`src/logic/hsq_pkg.sv`:
```
// constants and carriers for the two-wire hold/ack/stop block
// assumes one system clock; pins are open-drain and resolved outside
package hsq_pkg;
	localparam int          HSQ_BITS_PER_BYTE = 8;
	localparam logic [3:0]  HSQ_ACK_EDGE      = 4'h9;
	localparam logic [3:0]  HSQ_DATA_EDGE     = 4'h8;
	localparam logic        HSQ_CKP_RST       = 1'h1;
	localparam logic [7:0]  HSQ_BUF_RST       = 8'h00;
	localparam logic        HSQ_FLAG_RST      = 1'h0;
	localparam logic        HSQ_LINE_RST      = 1'h1;

	// one-cycle software pulses
	typedef struct packed {
		logic clock_release_set;
		logic irq_clear;
		logic write_collision_flag_clear;
		logic buf_write;
		logic buf_read;
		logic ack_seq_set;
		logic stop_seq_set;
	} hsq_ctl_t;

	typedef struct packed {
		logic serial_port_irq_flag;
		logic write_collision_flag;
		logic buffer_full_flag;
		logic ack_phase_flag;
		logic read_not_write;
		logic data_not_address;
		logic start_detected;
		logic stop_detected;
		logic received_ack_bit;
		logic clock_release_bit;
		logic ack_sequence_start;
		logic stop_sequence_start;
	} hsq_stat_t;
endpackage : hsq_pkg

```
`src/logic/hsq_port.sv`:
```
// slave hold/transmit path and master ack/stop sequencer of a two-wire port
// assumes address matching, start generation and the byte shifter of
// master mode live elsewhere; lines are open-drain, enable high pulls low
//
// Function
// - address hold on: after 8th fall of matching address, hold clock, raise irq.
// - start seen sets start flag; irq too when start interrupt enabled.
// - ack phase, read/write and data/address indicators visible to software.
// - reading the buffer that holds the address clears buffer-full.
// - setting clock release stops holding the clock low.
// - in reads, after each ack hardware clears clock release and raises irq.
// - writing transmit byte sets buffer-full; load only after the ack.
// - master's ack on ninth pulse of each sent byte stored as received ack.
// - not-ack from master makes slave release the bus.
// - ack sequence start pulls clock low, puts ack value on data.
// - ack value zero gives ack, one gives not-ack.
// - wait one baud period, release clock, once high wait one more, pull low.
// - ack sequence end clears its start bit, stops baud counter, goes idle.
// - buffer write during ack sequence sets collision, buffer unchanged.
// - master holds clock low after ninth falling edge.
// - stop start pulls data low; once low, baud counter reloads and counts down to zero.
// - baud timeout releases clock, one period later releases data.
// - data seen high while clock high sets stop flag.
// - one period after stop, clear stop start bit and raise irq.
// - buffer write during stop sequence sets collision, write dropped.
`timescale 1ns/1ps
module hsq_port #(
	parameter int BRG_W = 8
) (
	input  wire logic                sys_clk,
	input  wire logic                srst,
	input  wire logic                clock_line_in,
	output logic                     clock_line_out,
	output logic                     clock_line_oe,
	input  wire logic                data_line_in,
	output logic                     data_line_out,
	output logic                     data_line_oe,
	input  wire logic                address_hold_enable,
	input  wire logic                start_irq_enable,
	input  wire logic                addr_match,
	input  wire logic                ack_value_bit,
	input  wire logic                master_mode,
	input  wire logic                master_byte_done,
	input  wire logic [BRG_W-1:0]    baud_reload,
	input  wire hsq_pkg::hsq_ctl_t   ctl,
	input  wire logic [7:0]          buf_wdata,
	output logic [7:0]               serial_buffer,
	output hsq_pkg::hsq_stat_t       stat,
	output logic                     master_idle
);
	import hsq_pkg::*;

	// ****************************************
	// pin synchronisers
	// ****************************************
	logic [2:0] scl_s_r;
	logic [2:0] sda_s_r;
	logic       scl_f_r;
	logic       sda_f_r;
	logic       scl_d_r;
	logic       sda_d_r;

	// change counts once the second and third stages agree
	always_ff @(posedge sys_clk) begin
		if (srst) begin
			scl_s_r <= {3{HSQ_LINE_RST}};
			sda_s_r <= {3{HSQ_LINE_RST}};
			scl_f_r <= HSQ_LINE_RST;
			sda_f_r <= HSQ_LINE_RST;
			scl_d_r <= HSQ_LINE_RST;
			sda_d_r <= HSQ_LINE_RST;
		end else begin
			scl_s_r <= {scl_s_r[1:0], clock_line_in};
			sda_s_r <= {sda_s_r[1:0], data_line_in};
			if (scl_s_r[1] == scl_s_r[2]) scl_f_r <= scl_s_r[2];
			if (sda_s_r[1] == sda_s_r[2]) sda_f_r <= sda_s_r[2];
			scl_d_r <= scl_f_r;
			sda_d_r <= sda_f_r;
		end
	end

	wire scl_rise  = scl_f_r & ~scl_d_r;
	wire scl_fall  = ~scl_f_r & scl_d_r;
	wire start_ev  = scl_f_r & scl_d_r & ~sda_f_r & sda_d_r;
	wire stop_ev   = scl_f_r & scl_d_r & sda_f_r & ~sda_d_r;

	// ****************************************
	// master sequencer
	// ****************************************
	typedef enum logic [3:0] {
		M_IDLE, A_LOW, A_REL, A_HIGH, P_WAIT, P_LOW, P_SCL, P_REL, P_END
	} hsq_mst_t;

	hsq_mst_t         mst_r, mst_nxt;
	logic [BRG_W-1:0] brg_r, brg_nxt;
	logic             hold_r, hold_nxt;
	logic             stop_done;

	wire brg_zero  = (brg_r == '0);
	wire ack_busy  = (mst_r inside {A_LOW, A_REL, A_HIGH});
	wire stop_busy = (mst_r inside {P_WAIT, P_LOW, P_SCL, P_REL, P_END});
	wire collide   = ctl.buf_write & (ack_busy | stop_busy);

	always_comb begin
		mst_nxt   = mst_r;
		brg_nxt   = brg_zero ? '0 : brg_r - 1'b1;
		hold_nxt  = hold_r | master_byte_done;
		stop_done = 1'b0;
		case (mst_r)
			M_IDLE: begin
				brg_nxt = '0;
				if (master_mode & ctl.ack_seq_set) begin
					mst_nxt = A_LOW;
					brg_nxt = baud_reload;
				end else if (master_mode & ctl.stop_seq_set) begin
					mst_nxt = P_WAIT;
				end
			end
			A_LOW: if (brg_zero) mst_nxt = A_REL;
			A_REL: if (scl_f_r) begin
				mst_nxt = A_HIGH;
				brg_nxt = baud_reload;
			end
			A_HIGH: if (brg_zero) begin
				mst_nxt  = M_IDLE;
				hold_nxt = 1'b1;
			end
			P_WAIT: if (~sda_f_r) begin
				mst_nxt = P_LOW;
				brg_nxt = baud_reload;
			end
			P_LOW: if (brg_zero) begin
				mst_nxt  = P_SCL;
				hold_nxt = 1'b0;
				brg_nxt  = baud_reload;
			end
			P_SCL: if (brg_zero) mst_nxt = P_REL;
			P_REL: if (sda_f_r & scl_f_r) begin
				mst_nxt = P_END;
				brg_nxt = baud_reload;
			end
			P_END: if (brg_zero) begin
				mst_nxt   = M_IDLE;
				stop_done = 1'b1;
			end
			default: mst_nxt = M_IDLE;
		endcase
	end

	always_ff @(posedge sys_clk) begin
		if (srst) begin
			mst_r  <= M_IDLE;
			brg_r  <= '0;
			hold_r <= 1'b0;
		end else begin
			mst_r  <= mst_nxt;
			brg_r  <= brg_nxt;
			hold_r <= hold_nxt;
		end
	end

	// ****************************************
	// slave hold and transmit
	// ****************************************
	typedef enum logic [1:0] {S_IDLE, S_ADDR, S_TX} hsq_slv_t;

	hsq_slv_t   slv_r;
	logic [3:0] cnt_r;
	logic [7:0] rx_r;
	logic [7:0] tx_r;
	logic       match_r;

	wire fall_n      = scl_fall & (slv_r != S_IDLE);
	wire addr_done   = fall_n & (slv_r == S_ADDR) & (cnt_r == HSQ_DATA_EDGE - 4'h1);
	wire addr_ack    = fall_n & (slv_r == S_ADDR) & (cnt_r == HSQ_DATA_EDGE);
	wire tx_ack_rise = scl_rise & (slv_r == S_TX) & (cnt_r == HSQ_DATA_EDGE);
	wire tx_ack_fall = fall_n & (slv_r == S_TX) & (cnt_r == HSQ_DATA_EDGE);
	wire hold_now    = address_hold_enable & addr_match;
	wire rd_go       = addr_ack & match_r & stat.read_not_write;
	wire tx_go       = tx_ack_fall & ~stat.received_ack_bit;
	wire irq_set     = (addr_done & hold_now) | rd_go | tx_go
	                 | (start_ev & start_irq_enable) | stop_done;

	always_ff @(posedge sys_clk) begin
		if (srst) begin
			slv_r   <= S_IDLE;
			cnt_r   <= 4'h0;
			rx_r    <= HSQ_BUF_RST;
			tx_r    <= HSQ_BUF_RST;
			match_r <= HSQ_FLAG_RST;
		end else if (start_ev) begin
			slv_r <= S_ADDR;
			cnt_r <= 4'hf;  // the start's own clock fall wraps this to zero
		end else begin
			if (scl_rise) rx_r <= {rx_r[6:0], sda_f_r};
			if (fall_n) cnt_r <= cnt_r + 4'h1;
			if (addr_done) match_r <= addr_match;
			if (slv_r == S_TX && fall_n) tx_r <= {tx_r[6:0], 1'b1};
			if (stat.clock_release_bit == 1'b0 && ctl.clock_release_set && slv_r == S_TX)
				tx_r <= serial_buffer;
			if (addr_ack) begin
				slv_r <= rd_go ? S_TX : S_IDLE;
				cnt_r <= 4'h0;
			end
			if (tx_ack_fall) begin
				slv_r <= tx_go ? S_TX : S_IDLE;
				cnt_r <= 4'h0;
			end
			if (stop_ev) slv_r <= S_IDLE;
		end
	end

	// ****************************************
	// status flags and buffer
	// ****************************************
	always_ff @(posedge sys_clk) begin
		if (srst) begin
			stat          <= '0;
			stat.clock_release_bit <= HSQ_CKP_RST;
			serial_buffer <= HSQ_BUF_RST;
		end else begin
			// for irq, collision and buffer-full the set is listed last and wins a same-cycle clear; for clock_release_bit the hold clear is listed last and wins
			if (ctl.irq_clear) stat.serial_port_irq_flag <= 1'b0;
			if (irq_set) stat.serial_port_irq_flag <= 1'b1;
			if (ctl.write_collision_flag_clear) stat.write_collision_flag <= 1'b0;
			if (collide) stat.write_collision_flag <= 1'b1;
			if (ctl.buf_read) stat.buffer_full_flag <= 1'b0;
			if (ctl.buf_write & ~collide) begin
				serial_buffer <= buf_wdata;
				stat.buffer_full_flag <= 1'b1;
			end
			if (addr_done) begin
				serial_buffer          <= rx_r;
				stat.buffer_full_flag  <= 1'b1;
				stat.read_not_write    <= rx_r[0];
				stat.data_not_address  <= 1'b0;
				stat.ack_phase_flag    <= hold_now;
			end
			if (tx_ack_rise) begin
				stat.received_ack_bit <= sda_f_r;
				stat.ack_phase_flag   <= 1'b1;
			end
			if (addr_ack | tx_ack_fall) stat.ack_phase_flag <= 1'b0;
			if (rd_go) stat.data_not_address <= 1'b1;
			if (ctl.clock_release_set) stat.clock_release_bit <= 1'b1;
			if ((addr_done & hold_now) | rd_go | tx_go)
				stat.clock_release_bit <= 1'b0;
			if (start_ev) stat.start_detected <= 1'b1;
			if (stop_ev) stat.stop_detected <= 1'b1;
			if (start_ev) stat.stop_detected <= 1'b0;
			if (stop_ev) stat.start_detected <= 1'b0;
			if (master_mode & ctl.ack_seq_set & mst_r == M_IDLE)
				stat.ack_sequence_start <= 1'b1;
			if (mst_r == A_HIGH && brg_zero) stat.ack_sequence_start <= 1'b0;
			if (master_mode & ctl.stop_seq_set & mst_r == M_IDLE & ~ctl.ack_seq_set)
				stat.stop_sequence_start <= 1'b1;
			if (stop_done) stat.stop_sequence_start <= 1'b0;
		end
	end

	// ****************************************
	// line drivers
	// ****************************************
	wire slv_scl = (slv_r != S_IDLE) & ~stat.clock_release_bit;
	wire slv_sda = ((slv_r == S_ADDR) & (cnt_r == HSQ_DATA_EDGE) & match_r & ~ack_value_bit)
	             | ((slv_r == S_TX) & (cnt_r < HSQ_DATA_EDGE) & ~tx_r[7]);
	wire mst_scl = (mst_r == A_LOW) | (mst_r == P_WAIT) | (mst_r == P_LOW)
	             | ((mst_r == M_IDLE) & master_mode & hold_r);
	wire mst_sda = (ack_busy & ~ack_value_bit)
	             | (mst_r inside {P_WAIT, P_LOW, P_SCL});

	assign clock_line_out = 1'b0;
	assign data_line_out  = 1'b0;
	assign clock_line_oe  = slv_scl | mst_scl;
	assign data_line_oe   = slv_sda | mst_sda;
	assign master_idle    = (mst_r == M_IDLE);
endmodule : hsq_port
```
`config.mk`:
```
export PLATFORM = sky130hd
export DESIGN_NAME = hsq_port
export DESIGN_NICKNAME = d
export VERILOG_FILES = /design/src/logic/hsq_pkg.sv /design/src/logic/hsq_port.sv
export SDC_FILE = /design/constraint.sdc
export NUM_CORES = 1
export LEC_CHECK = 0
export BUFFER_PORTS_ARGS = -buffer_cell sky130_fd_sc_hd__buf_4
export CAP_MARGIN = 0
export CORE_MARGIN = 3
export CORE_UTILIZATION = 33
export CTS_BUF_LIST = sky130_fd_sc_hd__clkbuf_4 sky130_fd_sc_hd__clkbuf_8 sky130_fd_sc_hd__clkbuf_16
export DETAILED_ROUTE_END_ITERATION = 7
export PLACE_DENSITY = 0.55
export SKIP_LAST_GASP = 1
export SYNTH_ARGS = -nofsm -noshare
export SYNTH_HDL_FRONTEND = slang
export SYNTH_SLANG_ARGS = --single-unit
```
`constraint.sdc`:
```
create_clock -name sys_clk -period 2.75 [get_ports sys_clk]
set_clock_uncertainty 0.1 [all_clocks]
set_input_delay 0.1375 -clock sys_clk [delete_from_list [all_inputs] [get_ports sys_clk]]
set_output_delay 0.1375 -clock sys_clk [all_outputs]
set_load 0.02 [all_outputs]
```
=== Word level (Yosys, flattened, before mapping) ===
Index checks and enable logic that the tools add are counted.

* Register bits: 66
* Bits of input ports: 33
* Output and inout port bits: 25

* $add $sub $neg: 2
* Magnitude comparators: 1
* Equal/unequal tests: 22
* Multiplexer cells: 47
* Bitwise logic cells: 63
* Reduce and logical (&&, ||, !) cells: 32

{| class="wikitable"
|+ Operators by type and width
! cell !! count
|-
| 8-bit two-way mux || 10
|-
| 4-bit two-way mux || 14
|-
| 8-bit one-hot mux with 5 select lines || 1
|-
| 1-bit AND || 38
|-
| 4-bit one-hot mux with 8 select lines || 1
|-
| 4-bit by 3-bit == test with 1-bit output, second input constant || 5
|-
| 2-bit nonzero test || 9
|-
| 1-bit two-way mux || 16
|-
| 1-bit OR || 14
|-
| 2-bit OR reduction || 6
|-
| 1-bit NOT || 11
|-
| 2-bit inequality test, second input constant || 5
|-
| 3-bit nonzero test || 3
|-
| 4-bit by 2-bit == test with 1-bit output, second input constant || 2
|-
| 4-bit == test, second input constant || 2
|-
| 8-bit logical NOT || 1
|-
| 2-bit two-way mux || 4
|-
| 8-bit AND reduction || 1
|-
| 4-bit nonzero test || 2
|-
| 8-bit by 1-bit subtractor with 8-bit output, second input constant || 1
|-
| 2-bit AND reduction || 3
|-
| 5-bit nonzero test || 1
|-
| 4-bit by 1-bit adder with 4-bit output, second input constant || 1
|-
| 4-bit by 1-bit == test with 1-bit output, second input constant || 1
|-
| other kinds (10) || 15
|}

=== Longest topological paths before layout ===
Gate-level depths: netlist of the first run.

* Word-level depth: 12
* Depth in mapped cells: 7
* Gate-level depth less buffers: 7

=== Least setup slack after synthesis of the first run ===
Ideal clock, no wire load.

* Kind: reg2reg
* Start: register mst_r[1]
* End: register mst_r[1]
* Data arrival time: 1.749 ns
* Path slack: 0.805 ns
* Stages on the path, launching flop included: 7
* Clock period less this slack: 1.945 ns
* Cell sequence: dfxtp_1 buf_2 nor4_4 and3_1 nor3_1 a211o_1 o41ai_2

{| class="wikitable"
|+ RTL lines
! what !! line !! RTL
|-
| start, declared || hsq_port.sv:94 || <nowiki>hsq_mst_t mst_r, mst_nxt;</nowiki>
|-
| start signal, assigned || hsq_port.sv:156 || <nowiki>mst_r <= mst_nxt;</nowiki>
|-
| 4-bit logical NOT (*) || n/a ||
|-
| named net master_idle || hsq_port.sv:49 || <nowiki>output logic master_idle</nowiki>
|-
| 3-bit by 1-bit inequality test with 1-bit output (no source line) || n/a ||
|-
| 8-bit AND reduction (no source line) || n/a ||
|}

Mark *: on every way through the listed nets, which the timed path passes. The rest lies on a longest branch.
A chain may end at the register's enable or synchronous reset.

=== Final worst setup path of the first run ===
* Start: register mst_r[1]
* End: register serial_buffer[0]

* Longest elaborated chain between the ends: 7

{| class="wikitable"
|+ RTL lines
! what !! line !! RTL
|-
| 4-bit by 3-bit == test with 1-bit output, or another cell as far along || hsq_port.sv:101 || <nowiki>wire stop_busy = (mst_r inside {P_WAIT, P_LOW, P_SCL, P_REL, P_END});</nowiki>
|-
| 5-bit nonzero test or 3-bit nonzero test (tied branches) || hsq_port.sv:101, hsq_port.sv:100 ||
|-
| 1-bit OR (*) || hsq_port.sv:102 || <nowiki>wire collide = ctl.buf_write & (ack_busy | stop_busy);</nowiki>
|-
| 1-bit AND (*) || hsq_port.sv:102 ||
|-
| 1-bit NOT (*) || hsq_port.sv:228 || <nowiki>if (ctl.buf_write & ~collide) begin</nowiki>
|-
| 1-bit AND (*) || hsq_port.sv:228 ||
|-
| 2-bit nonzero test (no source line) (*) || n/a ||
|-
| end signal, assigned || hsq_port.sv:229 || <nowiki>serial_buffer <= buf_wdata;</nowiki>
|-
| end signal, assigned || hsq_port.sv:233 || <nowiki>serial_buffer <= rx_r;</nowiki>
|-
| end, declared || hsq_port.sv:47 || <nowiki>output logic [7:0] serial_buffer,</nowiki>
|}

Mark *: on every way between the ends. The rest lies on a longest branch, timed or not.

==> results of run 1 <==
## routing by layer
metal	vias up	track usage [%]
met3	13	3.018
met5	-	0
li1	1440	-
met1	1306	21.95
met4	0	5.976
met2	70	23.63
## final timing paths
kind                                       start                to  cells past startpoint  slack [ps]
worst max register to register          mst_r[1]  serial_buffer[0]                      5         490
worst min register to register        sda_s_r[0]        sda_s_r[1]                      1         310
worst max-delay path                    mst_r[1]  serial_buffer[0]                      5         490
worst min-delay path            master_byte_done            hold_r                      3          20
## per-stage QoR
stage / std cells / instance area (um^2) / power, mW
6_report: 564 / 4011 / 2.451
5_1_grt: 564 / 4011 / 2.572
4_1_cts: 564 / 4011 / 2.484
3_5_place_dp: 535 / 3664 / 1.564
3_3_place_gp: 535 / 3664 / 1.559
2_1_floorplan: 369 / 3138 / 1.391
## cell type report
class | count | area [um^2]
Clock inverter | 6 | 80.08
Timing Repair Buffer | 74 | 588.1
Clock buffer | 10 | 137.6
Multi-Input combinational cell | 270 | 1682
Fill cell | 896 | 4965
Inverter | 12 | 45.04
Sequential cell | 66 | 1321
Tap cell | 126 | 157.7
## Yosys cell counts, drive strengths merged, types with 7 or more instances
| cell | count |
|---|---|
| nor3 | 7 |
| nor2 | 46 |
| nand2 | 37 |
| a21oi | 23 |
| mux2i | 22 |
| a211oi | 16 |
| o21ai | 13 |
| or2 | 10 |
| a31oi | 7 |
| clkbuf | 15 |
| inv | 12 |
| nor2b | 10 |
| nand2b | 8 |
| dfxtp | 66 |
## what timing repair did
action	4_1_cts	5_1_grt
hold buffers	13	0
endpoints found under the setup margin	0	0
endpoints found under the hold margin	13	0
## kinds of logic (layout without fill, tap and decap cells)
| logic type | count (synthesis) | in the layout | synth area share, % |
|---|---|---|---|
| simple gates | 150 | 150 | 24.63 |
| fa+ha+maj | 4 | 4 | 1.597 |
| xor+xnor | 4 | 4 | 1.118 |
| buf+inv | 33 | 102 | 4.311 |
| compound gates | 87 | 87 | 18.68 |
| other cells | 1 | 2 | 0.1196 |
| flops | 66 | 66 | 42.16 |
| mux | 23 | 23 | 7.385 |
## power groups by stage
stage,registers (mW),logic (mW),clock network [mW]
finish,1.04,0.517,0.894
global route,1.05,0.564,0.960
CTS,1.04,0.520,0.924
detailed placement,1.06,0.502,0
global placement,1.06,0.498,0
floorplan,1.07,0.321,0
## worst max-delay path: cells and delay by family (launching register included)
| kind | cells | cell delay, ps |
|---|---|---|
| multiplexers | 1 | 230 |
| flip-flops | 1 | 500 |
| XOR/XNOR | 1 | 220 |
| AND/OR/NAND/NOR | 2 | 880 |
| AO/OA/AOI/OAI | 1 | 240 |
## sequential cells by signal, indices dropped and copies added, names as in the netlist, 3 cells and up
name / flops
stat: 12
brg_r: 8
rx_r: 8
serial_buffer: 8
tx_r: 8
cnt_r: 4
mst_r: 4
scl_s_r: 3
sda_s_r: 3
==> reports/summary.txt, run 1 <==
Post-synthesis sequential area ratio - 42.16%
# diodes - 0
Mapped cell area - 3134 um^2
Tmin final - 2258 ps
Ys flop type - dfxtp_1
Cell Chain, Critical Path - or3_1, xnor2_1, nand2_1, mux2i_1, a211oi_1
Yosys top cell by area - dfxtp_1
Slowest cell on crit path - dfxtp_1
Power Density - 611.0 nW/um^2
Detail Placement HPWL - 5800 um
Flop pwr share - 42.4%
Endpoints failing hold - 0
Hold WC Path Type - in -> reg
Met3 wire len - 363 um
TritonCTS sink count - 66
Gate power share - 21.1%
Number of post-CTS setup repair buffers - 0
Final Setup Violations - 0
Pre-CTS setup slack - 500.4 ps
Leakage - 1.706 nW
Pin count of the biggest net entering global routing - 60
Status - finished, final reports clean
Routed wire length - 8104 um
DR pass1 iterations - 4
Number of I/O port buffers - 55
RSZ-0062 raised after global routing - no
Most common cell after layout, fill and taps aside - dfxtp_1
Gpl congestion - 0.8025
Setup TNS - 0 ps
Area contributors post-synth - dfxtp_1 (42%), mux2i_1 (7.0%), nor2_1 (5.5%), nand2_1 (4.4%), a211oi_1 (3.8%)
Gate Count Post-Synth - 368
Post-synth EDFFs - 0
Switching Share - 27.81%
Final Worst Setup Slack - 491.8 ps
Die width - 103.5 um
Fin Hold WS - 22.63 ps
Async S/R FF share, synth - 0%
Met1 WL - 4015 um
Vias in the first global route - 2552
Deepest clock path buffer count - 2
Most frequent cells in the layout - dfxtp_1 (66), buf_4 (61), nor2_1 (46), nand2_1 (37)
Slew HR - 56.21%
Root buffer cell - clkbuf_8
Core area - 8976 um^2
Distinct cells, synth - 58
Nets - 470
Fin. max-slew vios - 0
TritonCTS clock tree - built
Chip Height - 103.5 um
First-pass GRT wire length - 12840 um
Setup Crit Path Kind - reg -> reg
Global route total overflow - 0
Ys Warns - 0
FF+latch count, synth - 66
Peak supply drop - 265.4 uV
Fmax - 442.8 MHz
Highest Signal Layer - met4
Starting Density - 34.92%
Critical path peak fanout - 18
Largest stage delay, worst path - 500 ps
Routed wl met2 - 3591 um
DR DRC count - 0
Synth top area share - 42.16%
Max Cap Violations - 0
1st-iter DRT viols - 145
Vias per std cell - 5.016
GRT Total Usage - 15.62%
NetSw - 681.5 uW
Mean post-synth cell area - 8.517 um^2
Clock Power Share - 36.5%
Wire per inst - 14.37 um
Worst-margin pin slew - 655.9 ps
Die Area - 10700 um^2
CP startpoint kind - flop
Layout cell share with drive strength beyond 1 - 21.69%
Fin util - 44.69%
Pint - 1.769 mW
CTS HTree Levels - 3
Num rows - 34
Crit path DAT - 2410 ps
Inserted Clock Buffers - 9
Antenna violations before repair - 0
Post-route ant nets - 0
CTS resizes - 0
Critical Path End Type - flop
Boundary pin count - 58
Clock slew at reported path FFs - 70 ps
Fin crit share - 82.12%
Area grow syn2layout - 27.98%
Worst skew pair latency - 340 ps
Via count - 2829
CP required - 2910 ps
(Power assumes the default switching activity.)
==> run 2, diff against run 1 <==
==> constraint.sdc (replaced) <==
create_clock -name sys_clk -period 2.1 [get_ports sys_clk]
set_clock_uncertainty 0.1 [all_clocks]
set_input_delay 0.105 -clock sys_clk [delete_from_list [all_inputs] [get_ports sys_clk]]
set_output_delay 0.105 -clock sys_clk [all_outputs]
set_load 0.02 [all_outputs]
==> run 2 against run 1 <==
Against the previous run: sequential cell count did not move; combinational power rose by 39%; maximum frequency rose by 8.8%; cell count rose by 2.3%; global-route usage rose by 0.079 points; hold slack got worse by 6.6 ps; setup slack got worse by 470 ps; critical path type unchanged.
==> reports/summary.txt, run 2 (synthesis gave the netlist of run 1 again) <==
Area grow syn2layout - 31.74%
Critical path peak fanout - 3 (-15)
# diodes - 0 (unchanged)
TritonCTS sink count - 66 (unchanged)
First-pass GRT wire length - 12970 um (+0.97%)
Power Density - 774.5 nW/um^2 (+27%)
Final Worst Setup Slack - 23.97 ps (-467.9 ps)
Deepest clock path buffer count - 2 (unchanged)
DR pass1 iterations - 4 (unchanged)
Final Power - 3.198 mW (+30%)
Peak supply drop - 303.6 uV (+14%)
Max Cap Violations - 0 (unchanged)
Core area - 8976 um^2 (unchanged)
Inserted Clock Buffers - 9 (unchanged)
Worst skew pair latency - 340 ps (about the same)
Number of post-CTS setup repair buffers - 0 (unchanged)
DR DRC count - 0 (unchanged)
Global route total overflow - 0 (unchanged)
RSZ-0062 raised after global routing - yes
Endpoints failing hold - 0 (unchanged)
TritonCTS clock tree - built
Hold WC Path Type - in -> reg
Status - finished, final reports clean
Wire per inst - 14.25 um (-0.79%)
Setup Crit Path Kind - reg -> reg
Most frequent cells in the layout - buf_4 (70), dfxtp_1 (64), nor2_1 (46), nand2_1 (37)
Hold Path Stages - 3 (unchanged)
Gpl congestion - 0.8986 (+12%)
1st-iter DRT viols - 88 (-39%)
Critical Path End Type - flop
Pin count of the biggest net entering global routing - 60 (unchanged)
Die width - 103.5 um (unchanged)
Routed wire length - 8225 um (+1.5%)
R2R depth - 7 (+2)
Slew HR - 58.99% (+2.8 points)
CTS HTree Levels - 3 (unchanged)
Die Area - 10700 um^2 (unchanged)
Fin Hold WS - 16.05 ps (-6.577 ps)
Fmax - 481.7 MHz (+8.8%)
Most common cell after layout, fill and taps aside - buf_4
Clock slew at reported path FFs - 70 ps (about the same)
Crit path DAT - 2210 ps (-200 ps)
Num rows - 34 (unchanged)
Number of I/O port buffers - 55 (unchanged)
GRT Total Usage - 15.70% (+0.079 points)
Final Setup Violations - 0 (unchanged)
Nets - 483 (+2.8%)
Worst-margin pin slew - 615.1 ps (-40.78 ps)
Fin crit share - 98.86% (+17 points)
Largest register FFs - 12 (unchanged)
Antenna violations before repair - 0 (unchanged)
Detail Placement HPWL - 5900 um (+1.7%)
Pre-CTS setup slack - 26.84 ps (-473.6 ps)
Chip Height - 103.5 um (unchanged)
Layout cell share with drive strength beyond 1 - 23.73% (+2.0 points)
Starting Density - 34.92% (unchanged)
Vias per std cell - 4.971 (-0.91%)
Boundary pin count - 58 (unchanged)
Leakage - 1.756 nW (+2.9%)
Fin util - 46.00% (+1.3 points)
Post-route ant nets - 0 (unchanged)
Via count - 2868 (+1.4%)
Fin. max-slew vios - 0 (unchanged)
Root buffer cell - clkbuf_8
Tmin final - 2076 ps (-182.1 ps)
CP startpoint kind - flop
CP required - 2240 ps (-670 ps)
Vias in the first global route - 2671 (+4.7%)
Most flops, register - stat
Setup TNS - 0 ps (unchanged)
[run 2: changes by cell type in the layout (fill, tap and decap cells not counted), sizes merged]
cell,change
buf,+9
clkinv,-3
clkbuf,+4
bufinv,-1
dlygate4sd3,+4
[run 2: power by group]
| group | switching, mW | internal [mW] | total (mW) | leakage (nW) |
|---|---|---|---|---|
| Combinational | 0.365 | 0.356 | 0.721 | 1.11 |
| Sequential | 0.0579 | 1.31 | 1.36 | 0.537 |
| Clock | 0.460 | 0.652 | 1.11 | 0.111 |
| Total | 0.883 | 2.31 | 3.20 | 1.76 |
[run 2: final timing paths]
path / slack (ps) / startpoint / end
worst min register to register: 310 / sda_s_r[0] / sda_s_r[1]
worst min-delay path: 20 / buf_wdata[1] / serial_buffer[1]
worst max register to register: 20 / brg_r[0] / mst_r[1]
worst max-delay path: 20 / brg_r[0] / mst_r[1]
[run 2: stage by stage]
| step | cell area [um^2] | instances |
|---|---|---|
| 3_3_place_gp | 3731 | 544 |
| 5_1_grt | 4129 | 577 |
| 3_5_place_dp | 3731 | 544 |
| 6_report | 4129 | 577 |
| 4_1_cts | 4110 | 577 |
| 2_1_floorplan | 3138 | 369 |
[run 2: timing repair]
| action | in CTS | in global routing |
|---|---|---|
| gates resized for setup | 0 | 5 |
| setup endpoints to repair | 0 | 19 |
| hold buffers | 17 | 0 |
| hold endpoints to repair | 17 | 0 |
[run 2: routing by layer]
| metal | wire length [um] | vias up | track usage [%] |
|---|---|---|---|
| met5 | 0 | - | 0 |
| met4 | 149 | 0 | 6.375 |
| met3 | 385 | 12 | 2.884 |
| met2 | 3698 | 62 | 24.51 |
| met1 | 3992 | 1335 | 21.36 |
| li1 | - | 1459 | - |
[run 2: worst max-delay path, cell delays in order, from the launching register on]
cell and delay [ps]:
dfxtp_1 310, inv_1 90, ha_1 170, or3b_4 410, nor3_4 210, nor3_1 90
a211o_1 310, o41ai_2 290
[run 2: area by class of cell]
| cell class | instances | area, um^2 |
|---|---|---|
| clock inverter | 2 | 35.03 |
| fill | 871 | 4847 |
| tap | 126 | 157.7 |
| timing repair buffer | 87 | 695.7 |
| inverter | 12 | 45.04 |
| clock buffer | 14 | 173.9 |
| multi-input combinational | 270 | 1698 |
| sequential | 66 | 1324 |
==> run 3, diff against run 2 <==
--- a/config.mk
+++ b/config.mk
@@ -5,12 +5,14 @@
 export SDC_FILE = /design/constraint.sdc
 export NUM_CORES = 1
 export LEC_CHECK = 0
+export ABC_AREA = 1
 export BUFFER_PORTS_ARGS = -buffer_cell sky130_fd_sc_hd__buf_4
 export CAP_MARGIN = 0
 export CORE_MARGIN = 3
 export CORE_UTILIZATION = 33
 export CTS_BUF_LIST = sky130_fd_sc_hd__clkbuf_4 sky130_fd_sc_hd__clkbuf_8 sky130_fd_sc_hd__clkbuf_16
 export DETAILED_ROUTE_END_ITERATION = 7
+export MAX_ROUTING_LAYER = met4
 export PLACE_DENSITY = 0.55
 export SKIP_LAST_GASP = 1
 export SYNTH_ARGS = -nofsm -noshare
==> run 3 against run 2 <==
Against the previous run: clock power is 23% higher; synthesized area is 7.0% higher; via count is 16% higher; setup slack better by 130 ps; cell count is 21% higher; sequential share of layout area is 1.5 points lower; wire length is 11% higher; cell area is 4.6% higher; critical path type is now reg -> out; largest cell class unchanged; highest routed layer unchanged.
==> reports/summary.txt, run 3 <==
Leakage - 2.000 nW (+14%)
Critical path peak fanout - 4 (+1)
Most frequent cells in the layout - nand2_1 (117), nor2_1 (71), dfxtp_1 (66), buf_4 (58), a21oi_1 (46)
First-pass GRT wire length - 15160 um (+17%)
Post-route ant nets - 0 (unchanged)
Clock Power Share - 29.2% (-5.6 points)
Post-synthesis sequential area ratio - 39.39% (-2.8 points)
Ys Warns - 0 (unchanged)
Mean post-synth cell area - 6.888 um^2 (-19%)
Reg2Reg Setup Slack - 170 ps (+150 ps)
Vias per std cell - 4.748 (-4.5%)
Clock slew at reported path FFs - 80 ps (about the same)
Largest register FFs - 12 (unchanged)
Gate power share - 38.4% (+16 points)
Status - finished, final reports clean
R2r endpoint - stat[10]
Final Setup Violations - 0 (unchanged)
Setup Crit Path Kind - reg -> out
1st-iter DRT viols - 128 (+45%)
Cell Chain, Critical Path - inv_1, ha_1, nand3_1, inv_1, nand3_1, a21oi_1, a21oi_1, nand2_1, buf_4
Worst skew pair latency - 340 ps (about the same)
Inserted Clock Buffers - 9 (unchanged)
Post-synth EDFFs - 0 (unchanged)
Setup TNS - 0 ps (unchanged)
Root buffer cell - clkbuf_8
Fmax - 512.8 MHz (+6.5%)
Number of I/O port buffers - 55 (unchanged)
Fin Hold WS - 13.26 ps (-2.791 ps)
Synth top area share - 39.39% (-2.8 points)
Routed wire length - 9136 um (+11%)
Most flops, register - stat
CTS resizes - 0 (unchanged)
Vias in the first global route - 3149 (+18%)
Yosys top cell by area - dfxtp_1
Die width - 106.8 um (+3.3%)
Most common cell after layout, fill and taps aside - nand2_1
Core area - 9819 um^2 (+9.4%)
Area grow syn2layout - 28.80%
Largest stage delay, worst path - 390 ps (-20 ps)
Distinct cells, synth - 34 (-41%)
DR pass1 iterations - 4 (unchanged)
Critical Path End Type - primary output
Tmin final - 1950 ps (-126.1 ps)
CTS HTree Levels - 3 (unchanged)
Number of post-CTS setup repair buffers - 0 (unchanged)
Deepest clock path buffer count - 2 (unchanged)
Worst hold endpoint - serial_buffer[7]
DR DRC count - 0 (unchanged)
Hold WC Path Type - in -> reg
Pin count of the biggest net entering global routing - 35 (-42%)
Origin of the critical flop-to-flop path - mst_r[0]
RSZ-0062 raised after global routing - no
Antenna violations before repair - 0 (unchanged)
Global route total overflow - 0 (unchanged)
# diodes - 0 (unchanged)
Pint - 2.889 mW (+25%)
Fin. max-slew vios - 0 (unchanged)
Peak supply drop - 348.8 uV (+15%)
Fin crit share - 92.85% (-6.0 points)
Wire per inst - 13.09 um (-8.2%)
CP required - 1890 ps (-350 ps)
R2R depth - 7 (unchanged)
Mapped cell area - 3354 um^2 (+7.0%)
Detail Placement HPWL - 6823 um (+16%)
Ys flop type - dfxtp_1
Gate Count Post-Synth - 487 (+32%)
NetSw - 1.794 mW (+100%)
TritonCTS clock tree - built
Commonest cells in the netlist - nand2_1 (117), nor2_1 (71), dfxtp_1 (66)
Starting Density - 34.16% (-0.76 points)
Via count - 3314 (+16%)
Num rows - 36 (+5.9%)
Flop pwr share - 32.4% (-10 points)
Area contributors post-synth - dfxtp_1 (39%), nand2_1 (13%), nor2_1 (7.9%), a21oi_1 (6.9%), nand3_1 (5.5%)
Boundary pin count - 58 (unchanged)
TritonCTS sink count - 66 (unchanged)
Min-delay src - buf_wdata[7]
Power Density - 1084 nW/um^2 (+40%)
Gpl congestion - 0.9006 (+0.22%)
Slowest cell on crit path - dfxtp_1
GRT Total Usage - 17.11% (+1.4 points)
Switching Share - 38.31% (+11 points)
Nets - 597 (+24%)
Max Cap Violations - 0 (unchanged)
Crit path DAT - 1740 ps (-470 ps)
Hold Path Stages - 5 (+2)
Die Area - 11410 um^2 (+6.6%)
Hold_buf cts - 16 (-1)
Endpoints failing hold - 0 (unchanged)
Most common cell in the netlist - nand2_1
Layout cell share with drive strength beyond 1 - 20.18% (-3.5 points)
Async S/R FF share, synth - 0% (unchanged)
FF+latch count, synth - 66 (unchanged)
CP startpoint kind - flop
Chip Height - 106.8 um (+3.3%)
## run 3: cell types whose count changed after synthesis, sizes merged, moves of 9 or more
cell / previous run / this run
a211oi: 16 / 2
a21oi: 23 / 47
inv: 12 / 52
mux2i: 22 / 0
nand2: 37 / 125
nand3: 5 / 42
nor2: 46 / 80
nor2b: 10 / 0
o21ai: 13 / 22
## run 3: routing by layer
layer	vias up	global-route usage [%]	wire [um]
met2	80	27.25	4319
li1	1712	-	-
met4	0	5.388	109
met1	1514	22.16	4305
met5	-	-	0
met3	8	3.131	401
## run 3: critical path: cells and delay by family (launching register included)
family | cells | cell delay [ps]
simple gates | 3 | 300
flops | 1 | 390
compound gates | 2 | 190
fa+ha+maj | 1 | 200
buf+inv | 3 | 310
## run 3: power by group through the flow
stage	Combinational [mW]	Sequential, mW	Clock [mW]
3_3_place_gp	1.78	1.55	0
4_1_cts	1.82	1.52	1.39
6_report	1.80	1.52	1.37
2_1_floorplan	1.25	1.57	0
5_1_grt	2.03	1.53	1.44
3_5_place_dp	1.79	1.55	0
## run 3: final cells by class
cell class	instances	area (um^2)
sequential	66	1321
clock buffer	10	137.6
tap	133	166.4
timing repair buffer	75	615.6
clock inverter	6	111.4
inverter	54	202.7
multi-input combinational	354	1765
fill	1060	5499
## run 3: logic make-up (layout without fill, tap and decap cells)
family / Yosys count / count (layout) / synth area share [%]
AND/OR/NAND/NOR: 263 / 263 / 36.67
other: 1 / 2 / 0.1118
buffers and inverters: 68 / 145 / 8.094
adder cells (fa/ha/maj): 4 / 4 / 1.492
XOR/XNOR: 5 / 5 / 1.305
flip-flops: 66 / 66 / 39.39
AO/OA/AOI/OAI: 80 / 80 / 12.94
## run 3: per-stage QoR
| step | power (mW) | setup WS (ps) | instance area (um^2) | std cells | utilization, % |
|---|---|---|---|---|---|
| after floorplan | 2.822 | 622.9 | 3358 | 488 | - |
| after global placement | 3.330 | 337.1 | 3911 | 666 | 39.83 |
| after detailed placement | 3.334 | 334.3 | 3911 | 666 | 39.83 |
| after CTS | 4.733 | 130.5 | 4320 | 698 | 44.00 |
| after global routing | 5.004 | 35.25 | 4320 | 698 | 44.00 |
| final | 4.683 | 150.1 | 4320 | 698 | 44.00 |
## run 3: worst max path at each step
stage                         from      endpoint  depth (start not counted)
after floorplan           mst_r[0]      mst_r[3]                          9
after global placement    brg_r[0]      mst_r[0]                          9
after detailed placement  brg_r[0]      mst_r[1]                          9
after CTS                 cnt_r[0]  data_line_oe                          9
after global routing      cnt_r[0]  data_line_oe                          9
final                     cnt_r[0]  data_line_oe                          9
